## src/design/rfpmc_params.svh

```systemverilog
// Offsets, field positions, reset values and codes of the protocol mode registers
// Notes on behaviour
// [RULE_01] Role bit: 0 initiator, 1 target; mode field decodes per role.
// [RULE_02] Initiator codes 0,1,2,3,4,E,F select the listed protocols; others unused.
// [RULE_03] Target code 0 is active with rate detection, code 1 active normal.
// [RULE_04] An unsupported role and mode combination disables transmit and receive.
// [RULE_05] With auto bit set, external field loss starts response collision avoidance.
// [RULE_06] All three registers default at reset and set-default; only mode bit 3 is 1.
// [RULE_07] Rate register upper nibble is transmit rate, lower nibble receive rate.
// [RULE_08] Separate receive rate applies only where the protocol allows differing rates.
// [RULE_09] Rate codes 0..3 give fc/128, fc/64, fc/32, fc/16; others unused.
// [RULE_10] An unsupported rate code disables transmit and receive.
// [RULE_11] The normal NFC entry command loads the rate register.
// [RULE_12] Transmit parity suppress sends buffer data with no parity bits.
// [RULE_13] Host starts such a transmission with the transmit-without-CRC command.
// [RULE_14] Receive parity suppress stores raw bits, checks neither parity nor CRC.
// [RULE_15] Transport frame bit in active NFC mode adds F0 and length, drops F0.
// [RULE_16] Pulse length field, bits 4..1, sets modulation width in carrier periods.
// [RULE_17] Host sets the anticollision bit before a bit-oriented anticollision frame.
// [RULE_18] Pulse code maps to periods by rate; code 0 gives 35 at fc/128, 5 at fc/16.
// [RULE_19] Mode bits 2 and 1 read zero and ignore writes.
`ifndef RFPMC_PARAMS_SVH
`define RFPMC_PARAMS_SVH

`define RFPMC_IDX_MODE        6'h03
`define RFPMC_IDX_RATE        6'h04
`define RFPMC_IDX_TYPEA       6'h05
`define RFPMC_ADDR_MODE       8'h0C
`define RFPMC_ADDR_RATE       8'h10
`define RFPMC_ADDR_TYPEA      8'h14

`define RFPMC_MODE_RST        8'h08
`define RFPMC_RATE_RST        8'h00
`define RFPMC_TYPEA_RST       8'h00
`define RFPMC_MODE_WMASK      8'hF9

`define RFPMC_MODE_ROLE_BIT   7
`define RFPMC_MODE_AUTO_BIT   0
`define RFPMC_TA_NOTXPAR_BIT  7
`define RFPMC_TA_NORXPAR_BIT  6
`define RFPMC_TA_TFRAME_BIT   5
`define RFPMC_TA_ANTCL_BIT    0

`define RFPMC_RATE_MAX        4'h3
`define RFPMC_START_BYTE      8'hF0

`define RFPMC_PW_BASE_128     6'h23
`define RFPMC_PW_BASE_64      6'h12
`define RFPMC_PW_BASE_32      6'h09
`define RFPMC_PW_BASE_16      6'h05
`define RFPMC_PW_FOLD_64      6'h1A

`endif

```

## src/design/rfpmc_pkg.sv

```systemverilog
// Types shared by the protocol mode configuration block
package rfpmc_pkg;

    typedef enum logic [3:0] {
        PM_NFC_ACTIVE,
        PM_TYPE_A,
        PM_TYPE_B,
        PM_NFCF_READER,
        PM_TYPE1_TAG,
        PM_SUBC_STREAM,
        PM_BPSK_STREAM,
        PM_TGT_RATE_DETECT,
        PM_TGT_NORMAL,
        PM_UNUSED
    } rfpmc_mode_t;

    typedef struct packed {
        logic        hsel;
        logic [31:0] haddr;
        logic [1:0]  htrans;
        logic        hwrite;
        logic [2:0]  hsize;
        logic        hready;
        logic [31:0] hwdata;
    } rfpmc_ahb_in_t;

    typedef struct packed {
        rfpmc_mode_t mode;
        logic        role_target;
        logic        txrx_enable;
        logic [3:0]  tx_rate;
        logic [3:0]  rx_rate;
        logic [5:0]  pulse_periods;
        logic        tx_parity_off;
        logic        rx_raw;
        logic        transport_frame;
        logic [7:0]  frame_start_byte;
        logic        anticoll_frame;
        logic        collision_avoid_start;
    } rfpmc_cfg_t;

endpackage

```

## src/design/rfpmc_top.sv

```systemverilog
// Protocol mode, link rate and type A framing registers behind an AHB-Lite slave
`timescale 1ns/1ps
`default_nettype none
`include "rfpmc_params.svh"

module rfpmc_top
(
    // Clock and reset
    input  wire logic             sys_clk,
    input  wire logic             srst,
    // AHB-Lite slave
    input  wire rfpmc_pkg::rfpmc_ahb_in_t ahb_in,
    output logic [31:0]           hrdata,
    output logic                  hreadyout,
    output logic                  hresp,
    // Commands from the command decoder
    input  wire logic             set_default_cmd,
    input  wire logic             normal_nfc_entry_command,
    input  wire logic [7:0]       detected_rate_code,
    // RF field detector pin
    input  wire logic             ext_field_on,
    // Settings toward the framing logic
    output var rfpmc_pkg::rfpmc_cfg_t cfg
);
    import rfpmc_pkg::*;

    typedef struct packed {
        logic [7:0]  mode_reg;
        logic [7:0]  rate_reg;
        logic [7:0]  typea_reg;
        logic        wr_pend;
        logic [5:0]  wr_idx;
        logic [31:0] hrdata;
        logic        hreadyout;
        logic        hresp;
        logic        field_s1;
        logic        field_s2;
        logic        field_prev;
        rfpmc_cfg_t  cfg;
    } rfpmc_state_t;

    rfpmc_state_t q;
    rfpmc_state_t d;

    // Role and mode field to protocol
    function automatic rfpmc_mode_t decode_mode(input logic role, input logic [3:0] om);
        rfpmc_mode_t m;
        m = PM_UNUSED;
        if (role)
        begin
            if (om == 4'h0)
                m = PM_TGT_RATE_DETECT;                            // RULE_03
            else if (om == 4'h1)
                m = PM_TGT_NORMAL;                                 // RULE_03
        end
        else
        begin
            unique case (om)                                       // RULE_02
                4'h0:    m = PM_NFC_ACTIVE;
                4'h1:    m = PM_TYPE_A;
                4'h2:    m = PM_TYPE_B;
                4'h3:    m = PM_NFCF_READER;
                4'h4:    m = PM_TYPE1_TAG;
                4'hE:    m = PM_SUBC_STREAM;
                4'hF:    m = PM_BPSK_STREAM;
                default: m = PM_UNUSED;
            endcase
        end
        return m;
    endfunction

    function automatic logic rate_ok(input logic [3:0] r);
        return r <= `RFPMC_RATE_MAX;                               // RULE_09
    endfunction

    // Pulse code is a signed offset around a per-rate base, folded back for codes 5 and 6 at rate code 1; out-of-range codes give 0
    function automatic logic [5:0] pulse_periods(input logic [3:0] code, input logic [3:0] r);
        logic [5:0] w;
        logic [5:0] sx;
        int         s;
        w  = 6'h00;
        sx = {{2{code[3]}}, code};
        s  = code[3] ? int'(code) - 16 : int'(code);
        unique case (r)                                            // RULE_18
            4'h0: w = 6'(`RFPMC_PW_BASE_128 + sx);
            4'h1:
            begin
                if (s >= -6 && s <= 4)
                    w = 6'(`RFPMC_PW_BASE_64 + sx);
                else if (s == 5 || s == 6)
                    w = 6'(`RFPMC_PW_FOLD_64 - sx);
            end
            4'h2:
            begin
                if (s >= -4 && s <= 4)
                    w = 6'(`RFPMC_PW_BASE_32 + sx);
            end
            4'h3:
            begin
                if (s >= -3 && s <= 3)
                    w = 6'(`RFPMC_PW_BASE_16 + sx);
            end
            default: w = 6'h00;
        endcase
        return w;
    endfunction

    function automatic logic [7:0] read_reg(input logic [5:0] idx, input logic [7:0] m,
                                            input logic [7:0] r, input logic [7:0] t);
        logic [7:0] v;
        v = 8'h00;
        if (idx == `RFPMC_IDX_MODE)
            v = m;
        else if (idx == `RFPMC_IDX_RATE)
            v = r;
        else if (idx == `RFPMC_IDX_TYPEA)
            v = t;
        return v;
    endfunction

    logic        addr_phase;
    logic [5:0]  addr_idx;
    logic        in_page;
    rfpmc_mode_t mode_now;
    logic        split_rate_ok;
    logic        active_nfc;
    logic [3:0]  rx_eff;

    always_comb
    begin
        d = q;

        addr_phase = ahb_in.hsel && ahb_in.htrans[1] && ahb_in.hready;
        addr_idx   = ahb_in.haddr[7:2];
        in_page    = (ahb_in.haddr[31:8] == 24'h000000);

        // Data phase write lands first so a read right behind it sees the new value
        if (q.wr_pend)
        begin
            if (q.wr_idx == `RFPMC_IDX_MODE)
                d.mode_reg = ahb_in.hwdata[7:0] & `RFPMC_MODE_WMASK;   // RULE_19
            else if (q.wr_idx == `RFPMC_IDX_RATE)
                d.rate_reg = ahb_in.hwdata[7:0];
            else if (q.wr_idx == `RFPMC_IDX_TYPEA)
                d.typea_reg = ahb_in.hwdata[7:0];
        end
        if (normal_nfc_entry_command)
            d.rate_reg = detected_rate_code;                       // RULE_11
        if (set_default_cmd)
        begin
            d.mode_reg  = `RFPMC_MODE_RST;                         // RULE_06
            d.rate_reg  = `RFPMC_RATE_RST;
            d.typea_reg = `RFPMC_TYPEA_RST;
        end

        // Unmapped addresses read zero and take no write; every answer is OKAY
        d.wr_pend   = addr_phase && ahb_in.hwrite && in_page;
        d.wr_idx    = addr_idx;
        d.hreadyout = 1'b1;
        d.hresp     = 1'b0;
        if (addr_phase && !ahb_in.hwrite)
            d.hrdata = in_page ? {24'h000000,
                                  read_reg(addr_idx, d.mode_reg, d.rate_reg, d.typea_reg)}
                               : 32'h00000000;

        d.field_s1   = ext_field_on;
        d.field_s2   = q.field_s1;
        d.field_prev = q.field_s2;

        mode_now      = decode_mode(q.mode_reg[`RFPMC_MODE_ROLE_BIT], q.mode_reg[6:3]); // RULE_01
        split_rate_ok = (mode_now == PM_TYPE_A) || (mode_now == PM_TYPE_B);
        active_nfc    = (mode_now == PM_NFC_ACTIVE) || (mode_now == PM_TGT_RATE_DETECT)
                        || (mode_now == PM_TGT_NORMAL);
        rx_eff        = split_rate_ok ? q.rate_reg[3:0] : q.rate_reg[7:4];   // RULE_08

        d.cfg.mode        = mode_now;
        d.cfg.role_target = q.mode_reg[`RFPMC_MODE_ROLE_BIT];
        d.cfg.tx_rate     = q.rate_reg[7:4];                       // RULE_07
        d.cfg.rx_rate     = rx_eff;
        d.cfg.txrx_enable = (mode_now != PM_UNUSED)                // RULE_04
                            && rate_ok(q.rate_reg[7:4]) && rate_ok(rx_eff);  // RULE_10
        d.cfg.pulse_periods = pulse_periods(q.typea_reg[4:1], q.rate_reg[7:4]); // RULE_16
        d.cfg.tx_parity_off = q.typea_reg[`RFPMC_TA_NOTXPAR_BIT];  // RULE_12
        d.cfg.rx_raw        = q.typea_reg[`RFPMC_TA_NORXPAR_BIT];  // RULE_14
        d.cfg.transport_frame = q.typea_reg[`RFPMC_TA_TFRAME_BIT] && active_nfc; // RULE_15
        d.cfg.frame_start_byte = `RFPMC_START_BYTE;                // RULE_15
        d.cfg.anticoll_frame   = q.typea_reg[`RFPMC_TA_ANTCL_BIT];
        // Fall seen on synchronised copies only; the pin itself may glitch
        d.cfg.collision_avoid_start = q.field_prev && !q.field_s2
                                      && q.mode_reg[`RFPMC_MODE_AUTO_BIT];   // RULE_05
    end

    always_ff @(posedge sys_clk)
    begin
        if (srst)
        begin
            q           <= '0;
            q.mode_reg  <= `RFPMC_MODE_RST;                        // RULE_06
            q.rate_reg  <= `RFPMC_RATE_RST;
            q.typea_reg <= `RFPMC_TYPEA_RST;
            q.hreadyout <= 1'b1;
            q.cfg.mode  <= PM_UNUSED;
            q.cfg.frame_start_byte <= `RFPMC_START_BYTE;
        end
        else
        begin
            q <= d;
        end
    end

    assign hrdata    = q.hrdata;
    assign hreadyout = q.hreadyout;
    assign hresp     = q.hresp;
    assign cfg       = q.cfg;

    property p_defaults;
        @(posedge sys_clk) disable iff (srst)
        $past(set_default_cmd) |-> (q.mode_reg == `RFPMC_MODE_RST)
            && (q.rate_reg == `RFPMC_RATE_RST) && (q.typea_reg == `RFPMC_TYPEA_RST);
    endproperty
    a_defaults: assert property (p_defaults) else $error("defaults not restored"); // RULE_06

    property p_unused_bits;
        @(posedge sys_clk) disable iff (srst)
        q.mode_reg[2:1] == 2'b00;
    endproperty
    a_unused_bits: assert property (p_unused_bits) else $error("mode bits 2:1 not zero"); // RULE_19

    property p_bad_mode_off;
        @(posedge sys_clk) disable iff (srst)
        (q.cfg.mode == PM_UNUSED) |-> !q.cfg.txrx_enable;
    endproperty
    a_bad_mode_off: assert property (p_bad_mode_off) else $error("unused mode left on"); // RULE_04

    property p_bad_rate_off;
        @(posedge sys_clk) disable iff (srst)
        (q.rate_reg[7:4] > `RFPMC_RATE_MAX) |=> !q.cfg.txrx_enable;
    endproperty
    a_bad_rate_off: assert property (p_bad_rate_off) else $error("bad rate left on"); // RULE_10

    property p_entry_load;
        @(posedge sys_clk) disable iff (srst)
        (normal_nfc_entry_command && !set_default_cmd)
            |=> (q.rate_reg == $past(detected_rate_code));
    endproperty
    a_entry_load: assert property (p_entry_load) else $error("rate not loaded"); // RULE_11

    property p_target_normal;
        @(posedge sys_clk) disable iff (srst)
        (q.mode_reg[7:3] == 5'h11) |=> (q.cfg.mode == PM_TGT_NORMAL);
    endproperty
    a_target_normal: assert property (p_target_normal) else $error("target decode"); // RULE_03

    property p_initiator_a;
        @(posedge sys_clk) disable iff (srst)
        (q.mode_reg[7:3] == 5'h01) |=> (q.cfg.mode == PM_TYPE_A) && !q.cfg.role_target;
    endproperty
    a_initiator_a: assert property (p_initiator_a) else $error("initiator decode"); // RULE_02

    property p_rx_follows_tx;
        @(posedge sys_clk) disable iff (srst)
        (q.cfg.mode != PM_TYPE_A && q.cfg.mode != PM_TYPE_B)
            |-> (q.cfg.rx_rate == q.cfg.tx_rate);
    endproperty
    a_rx_follows_tx: assert property (p_rx_follows_tx) else $error("rx rate split"); // RULE_08

    property p_pulse_slow;
        @(posedge sys_clk) disable iff (srst)
        (q.rate_reg[7:4] == 4'h0 && q.typea_reg[4:1] == 4'h0)
            |=> (q.cfg.pulse_periods == 6'h23);
    endproperty
    a_pulse_slow: assert property (p_pulse_slow) else $error("pulse width at fc/128"); // RULE_18

    property p_pulse_fast;
        @(posedge sys_clk) disable iff (srst)
        (q.rate_reg[7:4] == 4'h3 && q.typea_reg[4:1] == 4'h0)
            |=> (q.cfg.pulse_periods == 6'h05);
    endproperty
    a_pulse_fast: assert property (p_pulse_fast) else $error("pulse width at fc/16"); // RULE_16

    property p_parity_flags;
        @(posedge sys_clk) disable iff (srst)
        1'b1 |=> (q.cfg.tx_parity_off == $past(q.typea_reg[7]))
            && (q.cfg.rx_raw == $past(q.typea_reg[6]));
    endproperty
    a_parity_flags: assert property (p_parity_flags) else $error("parity flags lag"); // RULE_12

    property p_frame_active_only;
        @(posedge sys_clk) disable iff (srst)
        q.cfg.transport_frame |-> q.cfg.mode inside {PM_NFC_ACTIVE, PM_TGT_RATE_DETECT,
            PM_TGT_NORMAL} && q.cfg.frame_start_byte == `RFPMC_START_BYTE;
    endproperty
    a_frame_active_only: assert property (p_frame_active_only) else $error("frame mode"); // RULE_15

    property p_ca_start;
        @(posedge sys_clk) disable iff (srst)
        (q.mode_reg[0] && $fell(q.field_s2)) |=> q.cfg.collision_avoid_start ##1
            !q.cfg.collision_avoid_start;
    endproperty
    a_ca_start: assert property (p_ca_start) else $error("collision avoid start"); // RULE_05

    // Auto bit clear must keep the start pulse low whatever the field does
    property p_ca_quiet;
        @(posedge sys_clk) disable iff (srst)
        !q.mode_reg[`RFPMC_MODE_AUTO_BIT] |=> !q.cfg.collision_avoid_start;
    endproperty
    a_ca_quiet: assert property (p_ca_quiet) else $error("collision avoid without auto"); // RULE_05

    property p_role;
        @(posedge sys_clk) disable iff (srst)
        1'b1 |=> (q.cfg.role_target == $past(q.mode_reg[`RFPMC_MODE_ROLE_BIT]));
    endproperty
    a_role: assert property (p_role) else $error("role bit not followed"); // RULE_01

    property p_tx_rate;
        @(posedge sys_clk) disable iff (srst)
        1'b1 |=> (q.cfg.tx_rate == $past(q.rate_reg[7:4]));
    endproperty
    a_tx_rate: assert property (p_tx_rate) else $error("tx rate not upper nibble"); // RULE_07

    property p_rx_split;
        @(posedge sys_clk) disable iff (srst)
        (q.mode_reg[7:3] == 5'h01) |=> (q.cfg.rx_rate == $past(q.rate_reg[3:0]));
    endproperty
    a_rx_split: assert property (p_rx_split) else $error("rx rate not lower nibble"); // RULE_08

    property p_good_rate_on;
        @(posedge sys_clk) disable iff (srst)
        (q.mode_reg[7:3] == 5'h01 && q.rate_reg[7:4] <= `RFPMC_RATE_MAX
            && q.rate_reg[3:0] <= `RFPMC_RATE_MAX) |=> q.cfg.txrx_enable;
    endproperty
    a_good_rate_on: assert property (p_good_rate_on) else $error("valid rate disabled"); // RULE_09

    property p_init_unused;
        @(posedge sys_clk) disable iff (srst)
        (!q.mode_reg[7] && q.mode_reg[6:3] > 4'h4 && q.mode_reg[6:3] < 4'hE)
            |=> (q.cfg.mode == PM_UNUSED) && !q.cfg.txrx_enable;
    endproperty
    a_init_unused: assert property (p_init_unused) else $error("unused initiator code on"); // RULE_04

    property p_tgt_unused;
        @(posedge sys_clk) disable iff (srst)
        (q.mode_reg[7] && q.mode_reg[6:4] != 3'h0) |=> (q.cfg.mode == PM_UNUSED);
    endproperty
    a_tgt_unused: assert property (p_tgt_unused) else $error("unused target code decoded"); // RULE_03

    // A bus write to the mode word must land with bits 2:1 forced low
    property p_mode_write;
        @(posedge sys_clk) disable iff (srst)
        (q.wr_pend && q.wr_idx == `RFPMC_IDX_MODE && !set_default_cmd)
            |=> (q.mode_reg == ($past(ahb_in.hwdata[7:0]) & `RFPMC_MODE_WMASK));
    endproperty
    a_mode_write: assert property (p_mode_write) else $error("mode write not masked"); // RULE_19

endmodule // rfpmc_top

`default_nettype wire

```

## config.mk

```make
export PLATFORM = sky130hd
export DESIGN_NAME = rfpmc_top
export DESIGN_NICKNAME = d
export VERILOG_FILES = /design/src/design/rfpmc_pkg.sv /design/src/design/rfpmc_top.sv
export VERILOG_INCLUDE_DIRS = /design/src /design/src/design
export SDC_FILE = /design/constraint.sdc
export NUM_CORES = 1
export LEC_CHECK = 0
export BUFFER_PORTS_ARGS = -buffer_cell sky130_fd_sc_hd__buf_2
export CORE_ASPECT_RATIO = 2
export CORE_UTILIZATION = 44
export DETAILED_ROUTE_END_ITERATION = 10
export PLACE_DENSITY_LB_ADDON = 0.1
export SLEW_MARGIN = 25
export SYNTH_ARGS = -nofsm -noshare
export SYNTH_HDL_FRONTEND = slang
export SYNTH_SLANG_ARGS = --single-unit
```

## constraint.sdc

```tcl
create_clock -name sys_clk -period 2.3 [get_ports sys_clk]
set_input_delay 0.345 -clock sys_clk [delete_from_list [all_inputs] [get_ports sys_clk]]
set_output_delay 0.345 -clock sys_clk [all_outputs]
set_load 0.005 [all_outputs]
```

=== Yosys cells after proc, flatten, opt, wreduce, memory -nomap -nowiden ===
Index checks and enable logic that the tools add are counted.
W data, S select, Z words.

* Add/subtract/negate cells: 6
* Order comparisons: 7
* Equality and inequality tests: 22
* Mux-type cells: 23
* Reductions and logical operators: 23

{| class="wikitable"
|+ Operator list
! kind !! count
|-
| $mux W8 || 9
|-
| $eq A32 B4 Y1 const B || 2
|-
| $ge A32 B3 Y1 const B || 2
|-
| $mux W24 || 2
|-
| $ge A32 B4 Y1 const B || 1
|-
| $le A32 B3 Y1 const B || 1
|-
| $le A32 B4 Y1 const B || 1
|-
| $mux W32 || 1
|-
| $pmux W4 S7 || 1
|-
| $eq A6 B3 Y1 const B || 4
|-
| $logic_not A24 Y1 || 1
|-
| $mux W6 || 4
|-
| $pmux W6 S4 || 1
|-
| $eq A4 B2 Y1 const B || 5
|-
| $mux W16 || 1
|-
| $logic_and A1 B1 Y1 || 13
|-
| $eq A4 B1 Y1 const B || 3
|-
| $eq A4 B4 Y1 const B || 3
|-
| $eq A6 B2 Y1 const B || 2
|-
| $logic_not A4 Y1 || 3
|-
| $mux W4 || 3
|-
| $eq A4 B3 Y1 const B || 2
|-
| $le A4 B2 Y1 const B || 2
|-
| $add A5 B4 Y6 const A || 1
|-
| other kinds (9) || 13
|}

* Register bits after elaboration: 101
* Bits of input ports: 85
* Output and inout bits: 67
* Word-level logic and storage cells: 104

=== Longest topological paths before layout ===
Gate-level depths: netlist (run 1).

* Depth in word-level cells: 11
* Mapped depth: 9
* Depth with buffers taken out: 9

=== Worst setup path before layout (run 1) ===
No wires, ideal clock.

* Path kind: register -> register
* Start point: reg q[78] (netlist bit)
* End point: reg cfg[17] (netlist name)
* Library setup time: 0.074 ns
* Arrival time: 2.317 ns
* Data required time: 2.226 ns
* Slack: -0.092 ns
* Cell stages (with the launch flop): 10
* Path buffers: 0
* Clock period less this slack: 2.392 ns
* Path through: dfxtp_1 > inv_1 > ha_1 > nand3b_1 > ha_1 > a21boi_0 > nor4b_1 > nor3b_1 > a31oi_1 > a31oi_1

* Word-level cells in the longest chain between the ends: 7
* Elaborated cells between the ends (all ways): 23
* Those cells by class: 6 x add/sub; 5 x order compare; 2 x eq/ne; 6 x mux; 4 x reduce/logical

{| class="wikitable"
|+ RTL lines
! what !! line !! source
|-
| from (decl) || rfpmc_top.sv:42 || <nowiki>rfpmc_state_t q;</nowiki>
|-
| parallel branches: the longest is 6 deep, another holds $ge A32 B3 Y1 || n/a ||
|-
| $pmux W6 S4 (*) || rfpmc_top.sv:84 || <nowiki>unique case (r)</nowiki>
|}

Mark *: on every way between the ends.
A chain may end at the register's enable or synchronous reset.

=== Worst setup path after layout (run 1) ===
* Start point: reg q[78] (netlist bit)
* End point: reg cfg[17] (netlist name)

* Word-level cells in the longest chain between the ends: 7
* Elaborated cells between the ends (all ways): 23
* Those cells by class: 6 x add/sub; 5 x order compare; 2 x eq/ne; 6 x mux; 4 x reduce/logical

{| class="wikitable"
|+ RTL lines
! what !! line
|-
| parallel branches: the longest is 6 deep, another holds $ge A32 B3 Y1 || n/a
|-
| $pmux W6 S4 (*) || rfpmc_top.sv:84
|}

Marked as above.

==> results of run 1 <==
==> state kept, by name (all words and copies together), names as in the netlist <==
name    cells
d          10
q          24
hrdata      8
cfg        25
==> cell families (layout without fill, tap and decap cells) <==
group                      count (synthesis)  count (layout)  share of synthesized area [%]
xor gates and xnor gates                   3               3                          0.691
and+or+nand+nor                          161             161                           24.4
AOI/OAI and AO/OA                         69              69                           12.7
other                                      2              34                          0.198
adders and majority gates                 11              11                           3.62
buffers and inverters                     93             138                           15.9
muxes                                     26              26                           7.24
DFF                                       67              67                           35.3
==> cell usage after synthesis, types with 4 or more instances <==
library cell / n
nor2b_1: 18
nand2b_1: 17
nor4_1: 6
clkbuf_1: 14
o21ai_0: 16
nor2_1: 42
a21o_1: 4
a32oi_1: 5
inv_1: 9
a31oi_1: 6
nor3_1: 15
dfxtp_1: 67
mux2_2: 4
nand2_1: 12
a21oi_1: 11
mux2i_1: 20
nand3b_1: 7
nand4_1: 4
and2_1: 5
and3_1: 6
buf_4: 67
ha_1: 11
==> area by class of cell <==
class / instances / area (sq um) / share of cell area [%]
Multi-Input combinational cell: 304 / 2000 / 44.7
Sequential cell: 67 / 1340 / 30.0
Clock buffer: 11 / 243 / 5.43
Clock inverter: 5 / 100 / 2.24
Timing Repair Buffer: 113 / 631 / 14.1
Tap cell: 98 / 123 / 2.74
Inverter: 9 / 33.8 / 0.756
==> power groups by stage <==
stage	combinational (uW)	sequential [uW]	clock, uW
after global routing	230	1210	1650
after detailed placement	204	1230	0
final	205	1200	1580
after global placement	202	1230	0
after floorplan	160	1220	0
after CTS	205	1200	1600
==> layer usage <==
layer	vias to the layer above	track usage, %	routed length (um)
li1	1562	-	-
met1	1450	20.9	3190
met2	129	42.1	5500
met3	27	4.37	390
met4	0	16.4	531
met5	-	0	0
==> through the flow <==
step	setup TNS, ps	util, %
finish	0	53.5
global route	0	53.5
CTS	0	53.4
detailed placement	-56.0	49.2
global placement	0	49.2
floorplan	0	-
==> how the worst max path moves through the flow <==
stage,startpoint,to
floorplan,q[73]$_SDFF_PP0_,hrdata[1]$_SDFFE_PP0P_
global placement,q[73]$_SDFF_PP0_,hrdata[5]$_SDFFE_PP0P_
detailed placement,q[73]$_SDFF_PP0_,hrdata[3]$_SDFFE_PP0P_
CTS,q[73]$_SDFF_PP0_,hrdata[3]$_SDFFE_PP0P_
global route,q[78]$_SDFF_PP0_,cfg[17]$_SDFF_PP0_
finish,q[78]$_SDFF_PP0_,cfg[17]$_SDFF_PP0_
==> what timing repair did <==
action | 4_1_cts | 5_1_grt
endpoints found under the setup margin | 2 | 7
pin swaps | 0 | 1
buffers inserted | 0 | 0
endpoints found under the hold margin | 0 | 0
gates resized for setup | 1 | 2
cloned | 0 | 0
==> critical path: cells and delay by family (launching register included) <==
kind / cells / cell delay, ps
AND/OR/NAND/NOR: 3 / 990
buffers and inverters: 1 / 60
flip-flops: 1 / 330
AO/OA/AOI/OAI: 3 / 400
adder cells (fa/ha/maj): 2 / 390
==> flow_summary_export.csv, run 1 <==
group,metric,value,unit
outcome,status,"finished, final reports clean",
pwr,clockPowerShare,52.8,%
route,wl,9620,um
die,coreArea,8350,sq um
placed_design,routabilityCongestion,0.920,
placed_design,dpl_cell_area,4110,sq um
finish,fillers,822,
sta,fin_ws,57.9,ps
setup_path,end_kind,"flip-flop",
route,vias,3168,
pwr,seqPwrFrac,40.3,%
cts,cts.clk_slew.worst_paths,50,ps
logic_synthesis,yosys.area.top_type,"dfxtp_1",
route,wl_per_cell,15.8,um
logic_synthesis,synthDominantCellAreaShare,35.3,%
sta,rsz0062_at_grt,"false",
cts,htree_levels,3,
finish,final_cell_mix,"buf_2 (87), dfxtp_1 (67), nor2_1 (42), conb_1 (34), buf_4 (26)",
logic_synthesis,synth_flop_cell,"dfxtp_1",
pwr,comb_power_share,6.9,%
setup_path,path_cells,"inv_1 > ha_1 > nand3b_1 > ha_1 > a21boi_0 > nor4b_2 > nor3b_1 > a31oi_1 > a31oi_1",
finish,syn_to_final_growth,17.5,%
logic_synthesis,synth.area.top_cells,"dfxtp_1 (35%), buf_4 (13%), mux2i_1 (5.3%)",
global_route,grt_overflow,0,
sta,fin_crit_sh,97.5,%
die,die_w,67.7,um
finish,nNetsFinal,600,
hold_path,whs_path_depth,2,
route,drc_errors,0,
pwr,p_leak,0.00194,uW
pwr,internal-power,2360,uW
pwr,power.switching,619,uW
die,die_y,133,um
logic_synthesis,syn_area_per_cell,8.80,sq um
route,drtIter0Drc,174,
setup_path,cp.required,2550,ps
hold_path,hold_end,"d[34]$_SDFF_PP0_",
logic_synthesis,ys_seq_area_share,35.3,%
pwr,p_per_area,667,nW/um^2
sta,fin_worst_skew,6.88,ps
cts,clock-root-buffer,"clkbuf_16",
finish,final_cells,607,
cts,cts_made_buffers,9,
placed_design,pre_cts_slack,-33.5,ps
cts,clk_latency,330,ps
pwr,peakVddDrop,0.451,mV
finish,drive_gt1_share,29.3,%
sta,relSlewSlack,62.7,%
logic_synthesis,netlist_area,3800,sq um
die,boundaryPins,152,
setup_path,reg2reg_from,"q[78]$_SDFF_PP0_",
sta,whs,233,ps
route,vias_per_cell,5.22,
die,initial_core_util,45.5,%
setup_path,critPathLaunchType,"flip-flop",
sta,hold_viol,0,
cts,cts_tree,"done",
placed_design,io_buffers,87,
setup_path,crit_type,"flip-flop to flip-flop",
global_route,grt_max_degree,22,
setup_path,crit_slowest_cell,"nor3b_1",
sta,tightest_slew,558,ps
hold_path,hp-class,"primary input to flip-flop",
setup_path,regToRegEndpoint,"cfg[17]$_SDFF_PP0_",
global_route,grt_pass1_wl,15000,um
cts,clock-sinks,67,
cts,clock_path_buffers,2,
placed_design,placedCellCount,591,
sta,setup_viol,0,
cts,cts_hold_buf,0,
finish,stdcell_area,4470,sq um
sta,fmax,0.446,GHz
global_route,grt_usage,22.9,%
pwr,p_total,2980,uW
run,drv_cap,0,
global_route,antenna_found_initial,0,
pwr,switching_share,20.8,%
logic_synthesis,synth_edf_count,0,
placed_design,hpwl,7640,um
setup_path,cp_max_fo,2,
logic_synthesis,netlist_instances,432,
setup_path,reg2reg_slack,60,ps
route,ant_nets,0,
die,fp.dieArea,9040,sq um
setup_path,reg2reg_depth,9,
global_route,first_global_vias,3158,
sta,report.final.slew_viol_count,0,
finish,antenna_cells,0,
route,drt_first_pass_iters,4,
die,rows,47,
setup_path,cp.arrival,2490,ps
hold_path,holdCritStartpoint,"ext_field_on",
logic_synthesis,synthArstFlopShare,0,%
logic_synthesis,synth-seq-cells,67,
finish,final_common_cell,"buf_2",
setup_path,slowest_delay,490,ps
logic_synthesis,ys_warn_count,0,
sta,fin_crit,2240,ps
logic_synthesis,ys_types,60,
(Power assumes the default switching activity.)
==> run 2: changes to the inputs <==
Settings changed: BUFFER_PORTS_ARGS -buffer_cell sky130_fd_sc_hd__buf_2 to -buffer_cell sky130_fd_sc_hd__buf_4.
==> flow_summary_export.csv, run 2 (synthesis gave the netlist of run 1 again) <==
group,metric,value,unit
finish,syn_to_final_growth,22.6,%
route,ant_nets,0,
finish,drive_gt1_share,29.1,%
global_route,grt_overflow,0,
hold_path,hp-class,"primary input to flip-flop",
cts,cts_setup_buffers,0,
finish,top_register,"cfg",
setup_path,critPathLaunchType,"flip-flop",
cts,clock_path_buffers,2,
pwr,p_leak,0.00197,uW
sta,setup_viol,0,
placed_design,dpl_cell_area,4300,sq um
sta,hold_viol,0,
die,initial_core_util,45.5,%
setup_path,end_kind,"flip-flop",
finish,antenna_cells,0,
global_route,antenna_found_initial,0,
cts,clock-root-buffer,"clkbuf_16",
sta,fin_worst_skew,4.62,ps
placed_design,hpwl,7760,um
route,drc_errors,0,
outcome,status,"finished, final reports clean",
route,met1_length,3170,um
global_route,first_global_vias,3065,
die,boundaryPins,152,
placed_design,io_buffers,87,
cts,cts_made_buffers,9,
cts,htree_levels,3,
placed_design,routabilityCongestion,0.876,
run,drv_cap,0,
cts,clk_latency,330,ps
finish,stdcell_area,4660,sq um
setup_path,path_cells,"or4b_4 > or4b_2 > nor3_1 > o32ai_1 > a21o_1",
sta,report.final.slew_viol_count,0,
sta,setup_tns,0,ps
setup_path,cp_max_fo,3,
sta,fin_crit_sh,97.3,%
route,wl,9750,um
global_route,grt_usage,22.8,%
route,met3WireLength,468,um
die,fp.dieArea,9040,sq um
pwr,peakVddDrop,0.452,mV
setup_path,slowest_delay,710,ps
setup_path,crit_type,"flip-flop to flip-flop",
die,coreArea,8350,sq um
finish,final_cell_mix,"buf_4 (108), dfxtp_1 (67), nor2_1 (42), conb_1 (34), mux2i_1 (19)",
setup_path,cp.required,2530,ps
finish,largest_reg_flops,25,
global_route,grt_pass1_wl,15000,um
sta,tightest_slew,810,ps
die,rows,47,
setup_path,cp.arrival,2460,ps
route,routed-wl-met2,5860,um
sta,relSlewSlack,45.8,%
sta,fmax,0.447,GHz
route,dr.max_layer_used,"met4",
route,drt_first_pass_iters,4,
setup_path,crit_slowest_cell,"or4b_2",
sta,fin_crit,2240,ps
die,die_y,133,um
cts,cts.clk_slew.worst_paths,60,ps
sta,rsz0062_at_grt,"false",
global_route,grt_max_degree,25,
route,drtIter0Drc,160,
route,vias_per_cell,5.33,
cts,clock-sinks,67,
pwr,p_per_area,642,nW/um^2
route,wl_per_cell,16.2,um
route,vias,3211,
finish,nNetsFinal,596,
cts,cts_tree,"done",
die,die_w,67.7,um
finish,fin_util,55.8,%
finish,final_common_cell,"buf_4",
## run 2: cell types whose count changed in the layout (fill, tap and decap cells not counted)
| cell | previous run | this run |
|---|---|---|
| clkbuf_1 | 1 | 0 |
| nor3_2 | 0 | 1 |
| buf_6 | 0 | 1 |
| buf_4 | 26 | 108 |
| clkinv_4 | 0 | 1 |
| clkbuf_8 | 1 | 0 |
| nor3_1 | 15 | 14 |
| buf_2 | 87 | 0 |
| clkinvlp_4 | 0 | 1 |
## run 2: metrics by stage
step	cells	hold WS [ps]	worst slack, ps	power [uW]
floorplan	464	390	75.7	1380
global placement	587	403	71.9	1450
detailed placement	587	405	33.2	1460
CTS	603	227	10.6	3020
global route	603	246	41.7	3100
finish	603	237	63.2	3000
## run 2: cell type report
type / instances / area (sq um)
fillers: 821 / 3690
inverters: 9 / 33.8
clock inverters: 7 / 116
flip-flops and latches: 67 / 1340
clock buffers: 9 / 225
repair buffers: 109 / 822
well taps: 98 / 123
multi-input cells: 304 / 2000
## run 2: per-layer routing
metal  GRT usage (%)  vias up
met3            4.79       15
met2            43.8      121
met1            20.6     1519
met4            11.9        0
met5               0        -
li1                -     1556
## run 2: where the power goes
group	total, uW	internal (uW)	switching (uW)
combinational	231	119	112
clock	1560	1060	504
sequential	1210	1190	17.3
total	3000	2360	633
## run 2: worst paths after layout
check	slack (ps)	from	to	cells after the start
worst max register to register	60	q[73]$_SDFF_PP0_	hrdata[0]$_SDFFE_PP0P_	5
worst max-delay path	60	q[73]$_SDFF_PP0_	hrdata[0]$_SDFFE_PP0P_	5
worst min register to register	420	d[33]$_SDFF_PP0_	cfg[0]$_SDFF_PP0_	1
worst min-delay path	240	ahb_in[45]	q[74]$_SDFF_PP0_	2
## run 2: worst max-delay path: cells and delay by family, from the launching register on
kind,cells,cell delay (ps)
AND/OR/NAND/NOR,3,1500
flip-flops,1,300
AO/OA/AOI/OAI,2,330
## run 2: timing repair
item / CTS / global route
hold buffers: 0 / 0
hold endpoints to repair: 0 / 0
endpoints found under the setup margin: 0 / 6
gates resized for setup: 0 / 5
